File: config.mk
export PLATFORM = sky130hd
export DESIGN_NAME = phy_mode_pin_control
export DESIGN_NICKNAME = d
export VERILOG_FILES = /design/src/hw/phy_mode_pkg.sv /design/src/hw/phy_mode_pin_control.sv /design/src/hw/sync_two_flop.sv /design/src/hw/led_pin_cell.sv
export SDC_FILE = /design/constraint.sdc
export NUM_CORES = 1
export LEC_CHECK = 0
export ABC_AREA = 1
export BUFFER_PORTS_ARGS = -buffer_cell sky130_fd_sc_hd__buf_2
export CELL_PAD_IN_SITES_DETAIL_PLACEMENT = 0
export CELL_PAD_IN_SITES_GLOBAL_PLACEMENT = 2
export CORE_MARGIN = 2
export CORE_UTILIZATION = 30
export CTS_CLUSTER_DIAMETER = 80
export DETAILED_ROUTE_END_ITERATION = 12
export GPL_ROUTABILITY_DRIVEN = 1
export GPL_TIMING_DRIVEN = 0
export PLACE_DENSITY_LB_ADDON = 0.08
export RECOVER_POWER = 50
export SLEW_MARGIN = 10
export SYNTH_ARGS = -nofsm -noshare
export SYNTH_HDL_FRONTEND = slang
export SYNTH_SLANG_ARGS = --single-unit
File: constraint.sdc
create_clock -name I_CORE_CLK -period 1.7 [get_ports I_CORE_CLK]
set_input_delay 0 -clock I_CORE_CLK [delete_from_list [all_inputs] [get_ports I_CORE_CLK]]
set_output_delay 0 -clock I_CORE_CLK [all_outputs]
set_load 0.1 [all_outputs]
File: src/hw/phy_mode_pkg.sv
// Shared constants and types for the PHY mode and configuration pin control
package phy_mode_pkg;

	// Core clock and reset stretch timing
	localparam int CLK_PERIOD_NS  = 8;
	localparam int RST_EXT_US     = 258;
	// Least time, so rounded up to whole cycles
	localparam int RST_EXT_CYCLES = (RST_EXT_US * 1000 + CLK_PERIOD_NS - 1) / CLK_PERIOD_NS;

	// Configuration strap positions on the three shared LED pins
	localparam int CFG_PINS       = 3;
	localparam int CFG_AN_BIT     = 0;
	localparam int CFG_SPEED_BIT  = 1;
	localparam int CFG_DUPLEX_BIT = 2;

	// Partner ability vector positions
	localparam int ABL_W     = 4;
	localparam int ABL_10HD  = 0;
	localparam int ABL_10FD  = 1;
	localparam int ABL_100HD = 2;
	localparam int ABL_100FD = 3;
	// Local side offers every speed and duplex pair
	localparam logic [ABL_W-1:0] ABL_LOCAL = 4'hf;

	// LED condition selector codes
	localparam int                LED_SEL_W  = 3;
	localparam logic [LED_SEL_W-1:0] LED_LINK   = 3'h0;
	localparam logic [LED_SEL_W-1:0] LED_ACT    = 3'h1;
	localparam logic [LED_SEL_W-1:0] LED_SPEED  = 3'h2;
	localparam logic [LED_SEL_W-1:0] LED_DUPLEX = 3'h3;
	localparam logic [LED_SEL_W-1:0] LED_COL    = 3'h4;
	localparam logic [LED_SEL_W-1:0] LED_ON     = 3'h5;

	// MII pin set, listed by precedence
	typedef enum logic [2:0] {
		MODE_NORMAL   = 3'h0,
		MODE_SLEEP    = 3'h1,
		MODE_SOFT_PD  = 3'h3,
		MODE_ISOLATE  = 3'h2,
		MODE_HW_RESET = 3'h6,
		MODE_HW_PD    = 3'h7
	} pin_mode_t;

	// Line bring-up state, Gray along reset, negotiate, linked
	typedef enum logic [1:0] {
		LS_RESET     = 2'h0,
		LS_NEGOTIATE = 2'h1,
		LS_LINKED    = 2'h3,
		LS_PARALLEL  = 2'h2
	} link_state_t;

	typedef struct packed {
		logic full_duplex;
		logic speed_100;
		logic an_enable;
	} strap_t;

	typedef struct packed {
		logic speed_100;
		logic full_duplex;
	} line_cfg_t;

	typedef struct packed {
		logic link;
		logic activity;
		logic speed_100;
		logic full_duplex;
		logic collision;
	} led_status_t;

	typedef struct packed {
		logic [3:0] rxd;
		logic       rx_dv;
		logic       rx_er;
		logic       col;
		logic       crs;
	} mii_rx_t;

endpackage

File: src/hw/phy_mode_pin_control.sv
// PHY mode, strap and MII pin state control
// Function
// - Power-down pin high floats every MII pin, inputs included.
// - Each LED shows one status condition picked by its selector.
// - LED pins double as configuration strap inputs.
// - Straps sampled at power-up decide forced speed and duplex.
// - Without forcing, negotiate with partner through fast link pulse bursts.
// - Non-negotiating partner: link pulses give 10, idles give 100.
// - Hardware reset drives receive side low, clocks high, pulls transmit low.
// - Soft power-down and sleep drive receive low; sleep also lowers clocks.
// - Isolate floats all MII outputs with weak pull-downs on everything.
// - Half and full duplex at both 10 and 100 Mbps.
// - Reset from pin or control bit, stretched about 258 us after release.
// - Sleep pin enables sleep; managed override bit may replace it.
module phy_mode_pin_control #(
	parameter int RST_EXT_CYCLES = phy_mode_pkg::RST_EXT_CYCLES
) (
	input  wire logic                              I_CORE_CLK,         // Core clock, 125 MHz
	input  wire logic                              I_RST_N,            // Reset pin, active low
	input  wire logic                              I_SOFT_RESET,       // Control reset bit
	input  wire logic                              I_POWER_DOWN_PIN,   // Power-down pin
	input  wire logic                              I_SLEEP_PIN,        // Sleep enable pin
	input  wire logic                              I_SLEEP_OVR_EN,     // Managed override on
	input  wire logic                              I_SLEEP_OVR_VAL,    // Managed sleep value
	input  wire logic                              I_ISOLATE,          // Isolate control bit
	input  wire logic                              I_SOFT_POWER_DOWN,  // Soft power-down bit
	input  wire logic [phy_mode_pkg::CFG_PINS-1:0] I_LED_CFG,          // LED/strap pin levels
	input  wire logic [phy_mode_pkg::CFG_PINS-1:0][phy_mode_pkg::LED_SEL_W-1:0] I_LED_SEL, // LED selectors
	input  wire logic                              I_FLP_SEEN,         // Partner bursts seen
	input  wire logic [phy_mode_pkg::ABL_W-1:0]    I_PARTNER_ABL,      // Partner abilities
	input  wire logic                              I_NLP_SEEN,         // Partner link pulses
	input  wire logic                              I_IDLE_SEEN,        // Partner idle symbols
	input  wire logic                              I_LINK_FAIL,        // Line lost
	input  wire logic                              I_ACTIVITY,         // Frame activity
	input  wire phy_mode_pkg::mii_rx_t             I_MII_RX,           // Datapath receive bits
	input  wire logic                              I_MII_TX_CLK,       // Datapath transmit clock
	input  wire logic                              I_MII_RX_CLK,       // Datapath receive clock
	output phy_mode_pkg::mii_rx_t                  O_MII_RX,           // Receive side pin values
	output logic                                   O_MII_RX_OE_N,      // Receive side enable
	output logic                                   O_MII_RX_PD,        // Receive side pull-down
	output logic                                   O_TX_CLK,           // Transmit clock pin
	output logic                                   O_RX_CLK,           // Receive clock pin
	output logic                                   O_MII_CLK_OE_N,     // Clock pins enable
	output logic                                   O_MII_CLK_PD,       // Clock pins pull-down
	output logic                                   O_TX_IN_PD,         // Transmit input pull-down
	output logic                                   O_TX_IN_EN,         // Transmit input buffer on
	output logic [phy_mode_pkg::CFG_PINS-1:0]      O_LED,              // LED pin levels
	output logic [phy_mode_pkg::CFG_PINS-1:0]      O_LED_OE_N,         // LED pin enables
	output logic                                   O_INT_RESET,        // Stretched reset
	output phy_mode_pkg::pin_mode_t                O_MODE,             // Active pin mode
	output phy_mode_pkg::strap_t                   O_STRAP,            // Latched straps
	output logic                                   O_FLP_SEND,         // Send link bursts
	output logic                                   O_LINK_UP,          // Line up
	output logic                                   O_SPEED_100,        // 100 Mbps selected
	output logic                                   O_FULL_DUPLEX       // Full duplex selected
);

	localparam int RST_CNT_W = $clog2(RST_EXT_CYCLES + 1);
	localparam logic [RST_CNT_W-1:0] RST_LAST = RST_CNT_W'(RST_EXT_CYCLES - 1);

	typedef struct packed {
		logic                      in_reset;
		logic [RST_CNT_W-1:0]      rst_cnt;
		phy_mode_pkg::strap_t      strap;
		phy_mode_pkg::link_state_t link;
		phy_mode_pkg::line_cfg_t   line;
		phy_mode_pkg::pin_mode_t   mode;
		phy_mode_pkg::mii_rx_t     rx;
		logic                      rx_oe_n;
		logic                      rx_pd;
		logic                      tx_clk;
		logic                      rx_clk;
		logic                      clk_oe_n;
		logic                      clk_pd;
		logic                      tx_pd;
		logic                      tx_in_en;
	} ctl_t;

	// Reset look matches the hardware reset pin set
	localparam ctl_t CTL_RESET = '{
		in_reset: 1'b1, rst_cnt: '0, strap: '0, link: phy_mode_pkg::LS_RESET,
		line: '0, mode: phy_mode_pkg::MODE_HW_RESET, rx: '0, rx_oe_n: 1'b0,
		rx_pd: 1'b0, tx_clk: 1'b1, rx_clk: 1'b1, clk_oe_n: 1'b0, clk_pd: 1'b0,
		tx_pd: 1'b1, tx_in_en: 1'b1};

	ctl_t                                  r;
	ctl_t                                  next_r;
	logic                                  pd_sync;
	logic                                  sleep_sync;
	logic [phy_mode_pkg::CFG_PINS-1:0]     led_sync;
	logic                                  sleep_eff;
	logic [phy_mode_pkg::ABL_W-1:0]        common;
	phy_mode_pkg::line_cfg_t               resolved;
	phy_mode_pkg::led_status_t             status;

	// Pins cross into the core clock before use
	sync_two_flop #(.W(2)) u_ctl_sync (
		.i_clk   (I_CORE_CLK),
		.i_rst_n (I_RST_N),
		.i_d     ({I_POWER_DOWN_PIN, I_SLEEP_PIN}),
		.o_q     ({pd_sync, sleep_sync})
	);

	sync_two_flop #(.W(phy_mode_pkg::CFG_PINS)) u_strap_sync (
		.i_clk   (I_CORE_CLK),
		.i_rst_n (I_RST_N),
		.i_d     (I_LED_CFG),
		.o_q     (led_sync)
	);

	// Managed override replaces the sleep pin
	assign sleep_eff = I_SLEEP_OVR_EN ? I_SLEEP_OVR_VAL : sleep_sync;

	// Best common pair, 100 before 10, then full before half
	assign common = I_PARTNER_ABL & phy_mode_pkg::ABL_LOCAL;
	always_comb begin
		resolved = '0;
		if (common[phy_mode_pkg::ABL_100FD]) begin
			resolved = '{speed_100: 1'b1, full_duplex: 1'b1};
		end else if (common[phy_mode_pkg::ABL_100HD]) begin
			resolved = '{speed_100: 1'b1, full_duplex: 1'b0};
		end else if (common[phy_mode_pkg::ABL_10FD]) begin
			resolved = '{speed_100: 1'b0, full_duplex: 1'b1};
		end
	end

	always_comb begin
		next_r = r;
		// Reset stretch; control bit restarts it just like the pin
		if (I_SOFT_RESET) begin
			next_r.in_reset = 1'b1;
			next_r.rst_cnt  = '0;
		end else if (r.in_reset) begin
			if (r.rst_cnt == RST_LAST) begin
				next_r.in_reset = 1'b0;
			end else begin
				next_r.rst_cnt = r.rst_cnt + 1'b1;
			end
		end
		// Straps taken on the last stretched cycle, pins still released
		if (r.in_reset && !next_r.in_reset) begin
			next_r.strap = led_sync;
		end

		// Line bring-up
		case (r.link)
			phy_mode_pkg::LS_RESET: begin
				if (!r.in_reset) begin
					if (r.strap.an_enable) begin
						next_r.link = phy_mode_pkg::LS_NEGOTIATE;
					end else begin
						next_r.link = phy_mode_pkg::LS_LINKED;
						next_r.line = '{speed_100: r.strap.speed_100, full_duplex: r.strap.full_duplex};
					end
				end
			end
			phy_mode_pkg::LS_NEGOTIATE: begin
				if (I_FLP_SEEN && common != '0) begin
					next_r.link = phy_mode_pkg::LS_LINKED;
					next_r.line = resolved;
				end else if (I_IDLE_SEEN) begin
					// Parallel detection cannot learn duplex, so half
					next_r.link = phy_mode_pkg::LS_PARALLEL;
					next_r.line = '{speed_100: 1'b1, full_duplex: 1'b0};
				end else if (I_NLP_SEEN) begin
					next_r.link = phy_mode_pkg::LS_PARALLEL;
					next_r.line = '{speed_100: 1'b0, full_duplex: 1'b0};
				end
			end
			phy_mode_pkg::LS_LINKED,
			phy_mode_pkg::LS_PARALLEL: begin
				// Forced lines never fall back to negotiation
				if (I_LINK_FAIL && r.strap.an_enable) begin
					next_r.link = phy_mode_pkg::LS_NEGOTIATE;
				end
			end
			default: next_r.link = phy_mode_pkg::LS_RESET;
		endcase
		if (next_r.in_reset) begin
			next_r.link = phy_mode_pkg::LS_RESET;
		end

		// Mode precedence
		if (pd_sync) begin
			next_r.mode = phy_mode_pkg::MODE_HW_PD;
		end else if (next_r.in_reset) begin
			next_r.mode = phy_mode_pkg::MODE_HW_RESET;
		end else if (I_ISOLATE) begin
			next_r.mode = phy_mode_pkg::MODE_ISOLATE;
		end else if (I_SOFT_POWER_DOWN) begin
			next_r.mode = phy_mode_pkg::MODE_SOFT_PD;
		end else if (sleep_eff) begin
			next_r.mode = phy_mode_pkg::MODE_SLEEP;
		end else begin
			next_r.mode = phy_mode_pkg::MODE_NORMAL;
		end

		// Pin set for the chosen mode, defaults are normal running except the transmit pull-down, which normal clears
		next_r.rx       = I_MII_RX;
		next_r.rx_oe_n  = 1'b0;
		next_r.rx_pd    = 1'b0;
		next_r.tx_clk   = I_MII_TX_CLK;
		next_r.rx_clk   = I_MII_RX_CLK;
		next_r.clk_oe_n = 1'b0;
		next_r.clk_pd   = 1'b0;
		next_r.tx_pd    = 1'b1;
		next_r.tx_in_en = 1'b1;
		case (next_r.mode)
			phy_mode_pkg::MODE_HW_PD: begin
				// Nothing driven, nothing pulled, inputs cut off
				next_r.rx_oe_n  = 1'b1;
				next_r.clk_oe_n = 1'b1;
				next_r.tx_pd    = 1'b0;
				next_r.tx_in_en = 1'b0;
			end
			phy_mode_pkg::MODE_HW_RESET: begin
				next_r.rx     = '0;
				next_r.tx_clk = 1'b1;
				next_r.rx_clk = 1'b1;
			end
			phy_mode_pkg::MODE_ISOLATE: begin
				next_r.rx_oe_n  = 1'b1;
				next_r.rx_pd    = 1'b1;
				next_r.clk_oe_n = 1'b1;
				next_r.clk_pd   = 1'b1;
			end
			phy_mode_pkg::MODE_SOFT_PD: begin
				// Clocks keep running for the MAC
				next_r.rx = '0;
			end
			phy_mode_pkg::MODE_SLEEP: begin
				next_r.rx     = '0;
				next_r.tx_clk = 1'b0;
				next_r.rx_clk = 1'b0;
			end
			default: next_r.tx_pd = 1'b0;
		endcase
	end

	always_ff @(posedge I_CORE_CLK or negedge I_RST_N) begin
		if (!I_RST_N) begin
			r <= CTL_RESET;
		end else begin
			r <= next_r;
		end
	end

	// LED status from the live line state
	assign status = '{
		link:        (r.link == phy_mode_pkg::LS_LINKED) || (r.link == phy_mode_pkg::LS_PARALLEL),
		activity:    I_ACTIVITY,
		speed_100:   r.line.speed_100,
		full_duplex: r.line.full_duplex,
		collision:   I_MII_RX.col};

	for (genvar g = 0; g < phy_mode_pkg::CFG_PINS; g++) begin : g_led
		led_pin_cell u_led (
			.i_clk     (I_CORE_CLK),
			.i_rst_n   (I_RST_N),
			.i_sel     (I_LED_SEL[g]),
			.i_status  (status),
			.i_release (r.in_reset),
			.o_led     (O_LED[g]),
			.o_oe_n    (O_LED_OE_N[g])
		);
	end

	assign O_MII_RX       = r.rx;
	assign O_MII_RX_OE_N  = r.rx_oe_n;
	assign O_MII_RX_PD    = r.rx_pd;
	assign O_TX_CLK       = r.tx_clk;
	assign O_RX_CLK       = r.rx_clk;
	assign O_MII_CLK_OE_N = r.clk_oe_n;
	assign O_MII_CLK_PD   = r.clk_pd;
	assign O_TX_IN_PD     = r.tx_pd;
	assign O_TX_IN_EN     = r.tx_in_en;
	assign O_INT_RESET    = r.in_reset;
	assign O_MODE         = r.mode;
	assign O_STRAP        = r.strap;
	assign O_FLP_SEND     = (r.link == phy_mode_pkg::LS_NEGOTIATE);
	assign O_LINK_UP      = status.link;
	assign O_SPEED_100    = r.line.speed_100;
	assign O_FULL_DUPLEX  = r.line.full_duplex;
endmodule // phy_mode_pin_control

File: src/hw/sync_two_flop.sv
// Two flip-flop synchroniser for pin levels
module sync_two_flop #(
	parameter int W = 1
) (
	input  wire logic         i_clk,   // Core clock
	input  wire logic         i_rst_n, // Async reset, active low
	input  wire logic [W-1:0] i_d,     // Asynchronous level
	output logic      [W-1:0] o_q      // Synchronised level
);

	typedef struct packed {
		logic [W-1:0] meta;
		logic [W-1:0] stable;
	} sync_t;

	sync_t r;
	sync_t next_r;

	// First stage feeds only the second
	always_comb begin
		next_r.meta   = i_d;
		next_r.stable = r.meta;
	end

	always_ff @(posedge i_clk or negedge i_rst_n) begin
		if (!i_rst_n) begin
			r <= '0;
		end else begin
			r <= next_r;
		end
	end

	assign o_q = r.stable;

endmodule // sync_two_flop

File: src/hw/led_pin_cell.sv
// One shared LED driver and configuration strap pin
module led_pin_cell (
	input  wire logic                                 i_clk,     // Core clock
	input  wire logic                                 i_rst_n,   // Async reset, active low
	input  wire logic [phy_mode_pkg::LED_SEL_W-1:0]   i_sel,     // Condition selector
	input  wire phy_mode_pkg::led_status_t            i_status,  // Line status
	input  wire logic                                 i_release, // Reset stretch active
	output logic                                      o_led,     // LED level, high lit
	output logic                                      o_oe_n     // Low while driving pin
);

	typedef struct packed {
		logic led;
		logic oe_n;
	} cell_t;

	cell_t r;
	cell_t next_r;
	logic  cond;

	// Condition pick; unused codes leave the LED dark
	always_comb begin
		case (i_sel)
			phy_mode_pkg::LED_LINK:   cond = i_status.link;
			phy_mode_pkg::LED_ACT:    cond = i_status.activity;
			phy_mode_pkg::LED_SPEED:  cond = i_status.speed_100;
			phy_mode_pkg::LED_DUPLEX: cond = i_status.full_duplex;
			phy_mode_pkg::LED_COL:    cond = i_status.collision;
			phy_mode_pkg::LED_ON:     cond = 1'b1;
			default:                  cond = 1'b0;
		endcase
	end

	// Pin released during reset so its strap can be read
	always_comb begin
		next_r.oe_n = i_release;
		next_r.led  = i_release ? 1'b0 : cond;
	end

	always_ff @(posedge i_clk or negedge i_rst_n) begin
		if (!i_rst_n) begin
			r <= '{led: 1'b0, oe_n: 1'b1};
		end else begin
			r <= next_r;
		end
	end

	assign o_led  = r.led;
	assign o_oe_n = r.oe_n;
endmodule // led_pin_cell

### Yosys cells after proc, flatten, opt, wreduce, memory -nomap -nowiden

Index checks and enable logic that the tools add are counted.

* logic and storage cells: 114
* flip-flop bits (word level): 54
* output and inout port bits: 33
* input port bits: 40

* muxes and demuxes: 35
* add/subtract/negate cells: 1
* reductions and logical operators: 19
* equal/unequal tests: 31

Operators with widths (count)
* two-way mux 16 bit: 2
* == test 3 x 2 -> 1 bit, second input constant: 8
* == test 3 bit, second input constant: 8
* one-hot mux 1 bit (6 select lines): 3
* two-way mux 2 bit: 8
* two-way mux 4 bit: 4
* adder 15 x 1 -> 15 bit, second input constant: 1
* == test 15 bit, second input constant: 1
* two-way mux 15 bit: 1
* == test 3 x 1 -> 1 bit, second input constant: 4
* two-way mux 1 bit: 11
* zero test 3 bit: 3
* two-way mux 8 bit: 1
* one-hot mux 2 bit (2 select lines): 2
* two-way mux 3 bit: 2
* inequality test 2 bit, second input constant: 3
* inequality test 3 bit, second input constant: 2
* one-hot mux 2 bit (3 select lines): 1
* inequality test 5 x 3 -> 1 bit, second input constant: 1
* == test 2 bit, second input constant: 2
* inequality test 4 x 3 -> 1 bit, second input constant: 1
* AND reduction 4 bit: 1
* nonzero test 2 bit: 2
* nonzero test 4 bit: 1
* other kinds (10): 13

### Logic depth before layout (Yosys ltp)

* depth in word-level cells: 9
* mapped depth: 10
* gate-level depth less buffers: 10

### Cells and area by module

A second synthesis with hierarchy kept.

* cell total of the unflattened synthesis: 359
* area, all modules: 2827.7 um^2

By module, submodules not included
* phy_mode_pin_control: cells an instance 298, sequential area each 1009.7 um^2, area an instance 2243.4 um^2, times used 1
* led_pin_cell: cells an instance 17, sequential area each 51.3 um^2, area an instance 111.4 um^2, times used 3
* sync_two_flop (u_strap_sync): cells an instance 6, sequential area each 150.1 um^2, area an instance 150.1 um^2, times used 1
* sync_two_flop (u_ctl_sync): cells an instance 4, sequential area each 100.1 um^2, area an instance 100.1 um^2, times used 1

### Worst setup path after synthesis

Ideal clock, no wire load.

* kind: reg2reg
* start: reg r[22] (netlist bit)
* end: reg r, in the netlist O_SPEED_100
* setup time: 120 ps
* arrival: 2489 ps
* data required time: 1580 ps
* stages on the path, launching flop included: 9
* path buffers: 0
* slack: -909 ps
* period minus slack after synthesis: 2609 ps
* cell sequence: dfrtp_1 > nor2_1 > inv_1 > nor2_1 > nand2_1 > nand3_1 > inv_1 > nand2_1 > nand2_1

* cells in the longest elaborated chain, start to end: 3
* elaborated cells between the ends (all ways): 8
* classes of those cells: eq/ne (4); mux (1); reduce/logical (3)

Ends and longest elaborated chain
* from (decl): line phy_mode_pin_control.sv:86 `ctl_t r;`
* from (signal assigned): line phy_mode_pin_control.sv:244 `r <= next_r;`
* == test 2 x 1 -> 1 bit *
* named net O_FLP_SEND: line phy_mode_pin_control.sv:52 `output logic O_FLP_SEND,`
* inequality test 4 x 3 -> 1 bit (no source line) / nonzero test 2 bit (equally long branches)
* AND reduction 4 bit (no source line)

Mark *: on every way through the listed nets, which the timed path passes. The rest lies on a longest branch.
A chain may end at the register's enable or synchronous reset.

### Final worst setup path

* start: reg r[27] (netlist bit)
* end: reg r[40] (netlist bit)

* cells in the longest elaborated chain, start to end: 4
* elaborated cells between the ends (all ways): 7
* classes of those cells: add/sub (1); eq/ne (2); mux (3); reduce/logical (1)

Ends and longest elaborated chain
* adder 15 x 1 -> 15 bit: line phy_mode_pin_control.sv:137 `next_r.rst_cnt = r.rst_cnt + 1'b1;`
* two-way mux 15 bit: line phy_mode_pin_control.sv:134 `if (r.rst_cnt == RST_LAST) begin`
* two-way mux 16 bit: line phy_mode_pin_control.sv:133 `end else if (r.in_reset) begin`
* two-way mux 16 bit: line phy_mode_pin_control.sv:130 `if (I_SOFT_RESET) begin`

Parallel ways exist; a longest one is shown, timed or not. The select of a mux whose other input is x is not followed.

==> impl_results.md <==
- Total gr overflow: 0
- Mean Syn Cell Area: between 8 and 9 sq um
- Root buf cell: clkbuf_8
- Final Util: 0.399
- Clock Tree Buf Depth: 2
- Largest net degree at the start of global routing: 55
- Fmax: 636 MHz
- Critical path launch point type: register
- Final Hold Vio Count: 0
- Final wirelength: 6570 um
- Core box area: between 9000 and 10,000 sq um
- P per Cell Area: 683 nW/um^2
- Die width: 100 um
- Yosys cell types: 32
- Minimum clock period: 1.57 ns
- Seq cells post-synth: 54
- Die Y: 100 um
- Synth Net Count: 372
- Mapped Area: 2760 sq um
- Most numerous cell in the Yosys netlist: nand2_1
- Cts bufs inserted: 5
- # IOs: between 70 and 80
- Residual DRC: 0
- Dpl hpwl: 4760 um
- Wire per inst: ~12 um
- GP Congestion: approximately 0.74
- LEAKAGE: ~1.8 nW
- Reg2Reg Setup Slack: approximately 0.13 ns
- Crit path DAT: roughly 1.8 ns
- Max Clock Skew: 0.00911 ns
- Outcome: complete, no violations
- Worst Path Max Fanout: 10
- Top post-synthesis cells by area: dfrtp_1 (42%), nand2_1 (11%), dfstp_2 (7.6%)
- R2r worst-path depth: 10
- Ant. Diodes: 0
- Max-slew headroom: 0.527
- Tcrit/Tclk final: 0.925
- Final setup fails: 0
- # nets final: 475
- CP Capture Point: r[40]
- Asr flop ratio synth: 1.00
- First-pass detailed-route iteration total: 4
- Gr usage total: 0.136
- CP Capture Type: register
- Drt initial violations: slightly above 80
- RSZ-0062 raised after global routing: yes
- Worst-Margin Slew: 0.710 ns
- Finished Cell Area: 3640 sq um
- # fillers: 949
- Placed cell areas: ~3300 sq um
- IO buf count: 72
- Die area: about 10000 sq um
- Synth warn: 0
- Worst-path clk slew: 0.10 ns
- Worst setup startpoint: r[27]
- Register area share after synthesis: 0.493
- Share of cells above drive strength 1: 0.318
- Via Count: 2,354
- Clk_lat worst skew: 0.31 ns
- Post-synth top cells: nand2_1 (84), dfrtp_1 (46), nor2_1 (42)
- Worst flop-to-flop path endpoint: r[40]
- Maxcap violations: 0
- H-tree level count: 2
- Vias in the first global route: 2,223
- Post-Syn Instances: 330
- Peak VDD IR: 0.261 mV
- Area Growth Syn to Fin: 31.6%
- Synth area leader: dfrtp_1
- Max-slew violations: 0
- Clock sinks: 54
- Ys flop type: dfrtp_1
- Post-synth EDFFs: 0
- Initial Utilization: 0.303
- DR vias/cell: 4.32
- Worst Path Required: 1.91 ns
- CTS tree: yes
- Kind of critical path: reg2reg
- Placement Rows: 35
- First-pass GRT wire length: 10,700 um
- Area share of the leading cell type in the synthesized netlist: 0.416
- FF-to-FF Start: r[27]
- Worst hold-check path type: in2reg
- Post-route ant nets: 0
- Initial antenna violation count: 0
[worst max-delay path, cell delays in order (launching register included)]
cell and delay, ns:
dfrtp_1 0.42, inv_1 0.07, ha_1 0.13, nand3_1 0.12, nor2_4 0.13, nand3_2 0.10, nand2_4 0.15, inv_2 0.06
buf_6 0.16, nand3_2 0.07, nand2_1 0.05
[sequential cells by signal, indices dropped and copies added, names as in the netlist, 2 cells and up]
name,flops
O_MII_RX,8
u_ctl_sync.o_q,2
u_strap_sync.o_q,3
r,17
u_ctl_sync.next_r,2
O_MODE,3
g_led.u_led.o_led,3
u_strap_sync.next_r,3
O_STRAP,3
[cell usage in the layout (no fill, tap or decap), types with 10 or more instances in the layout]
cell           count
dlygate4sd3_1     25
a21oi_1           10
nor2_1            41
inv_1             33
buf_4             24
dfrtp_1           43
nand3_1           14
nand2_1           84
buf_2             69
o21ai_0           11
[worst min-delay path by stage]
| stage | slack, ns | end | cells past startpoint | start |
|---|---|---|---|---|
| after floorplan | -0.30 | O_FULL_DUPLEX | 0 | I_RST_N |
| after detailed placement | 0.10 | O_MII_RX[4] | 1 | I_RST_N |
| after global routing | 0.01 | g_led[2].u_led.o_led | 3 | I_LED_SEL[6] |
| after global placement | 0.11 | u_ctl_sync.next_r[0] | 1 | I_SLEEP_PIN |
| final | 0.03 | g_led[0].u_led.o_led | 3 | I_LED_SEL[0] |
| after CTS | 0.01 | g_led[0].u_led.o_led | 3 | I_LED_SEL[0] |
[layout make-up]
type | instances | area [sq um] | area share
plain buffers | 28 | 209 | 0.0574
clock buffers | 5 | 68.8 | 0.0189
clock inverters | 3 | 28.8 | 0.00791
inverters | 37 | 139 | 0.0382
multi-input cells | 210 | 1070 | 0.294
flip-flops and latches | 54 | 1370 | 0.376
well taps | 111 | 139 | 0.0382
repair buffers | 97 | 613 | 0.169
[where the power goes]
part / switching [mW] / internal [mW]
Combinational: 0.250 / 0.122
Sequential: 0.0160 / 1.32
Clock: 0.466 / 0.307
[cells by family (layout without fill, tap and decap cells)]
logic type,Yosys count,in the layout,synth area share
AO/OA/AOI/OAI,42,42,0.0937
XOR/XNOR,6,6,0.0190
adder cells (fa/ha/maj),2,2,0.00905
buffers and inverters,66,170,0.127
flip-flops,54,54,0.493
AND/OR/NAND/NOR,160,160,0.258
[timing repair]
item                                    CTS  global route
hold buffers                             25             0
endpoints found under the hold margin    67             0
setup buffers                             0             0
resized for setup                         0             6
endpoints found under the setup margin   22             7
cloned                                    0             0
[routing by layer]
layer,part of all wire,global-route usage
met2,0.47,0.228
met5,0,0
met1,0.48,0.177
met3,0.040,0.0299
met4,0.0082,0.0411
[per-stage QoR]
stage	setup TNS (ns)	setup WS (ns)	hold WS [ns]	instances	power (mW)
final	0	0.127	0.0316	545	2.48
after global routing	-0.0267	-0.0267	0.0145	545	2.63
after CTS	0	0.0536	0.0134	545	2.54
after detailed placement	-0.743	-0.0543	0.104	513	1.69
after global placement	-0.566	-0.0456	0.108	513	1.69
after floorplan	0	0.00998	-0.296	330	1.58
Power figures use the tool's default switching activity.
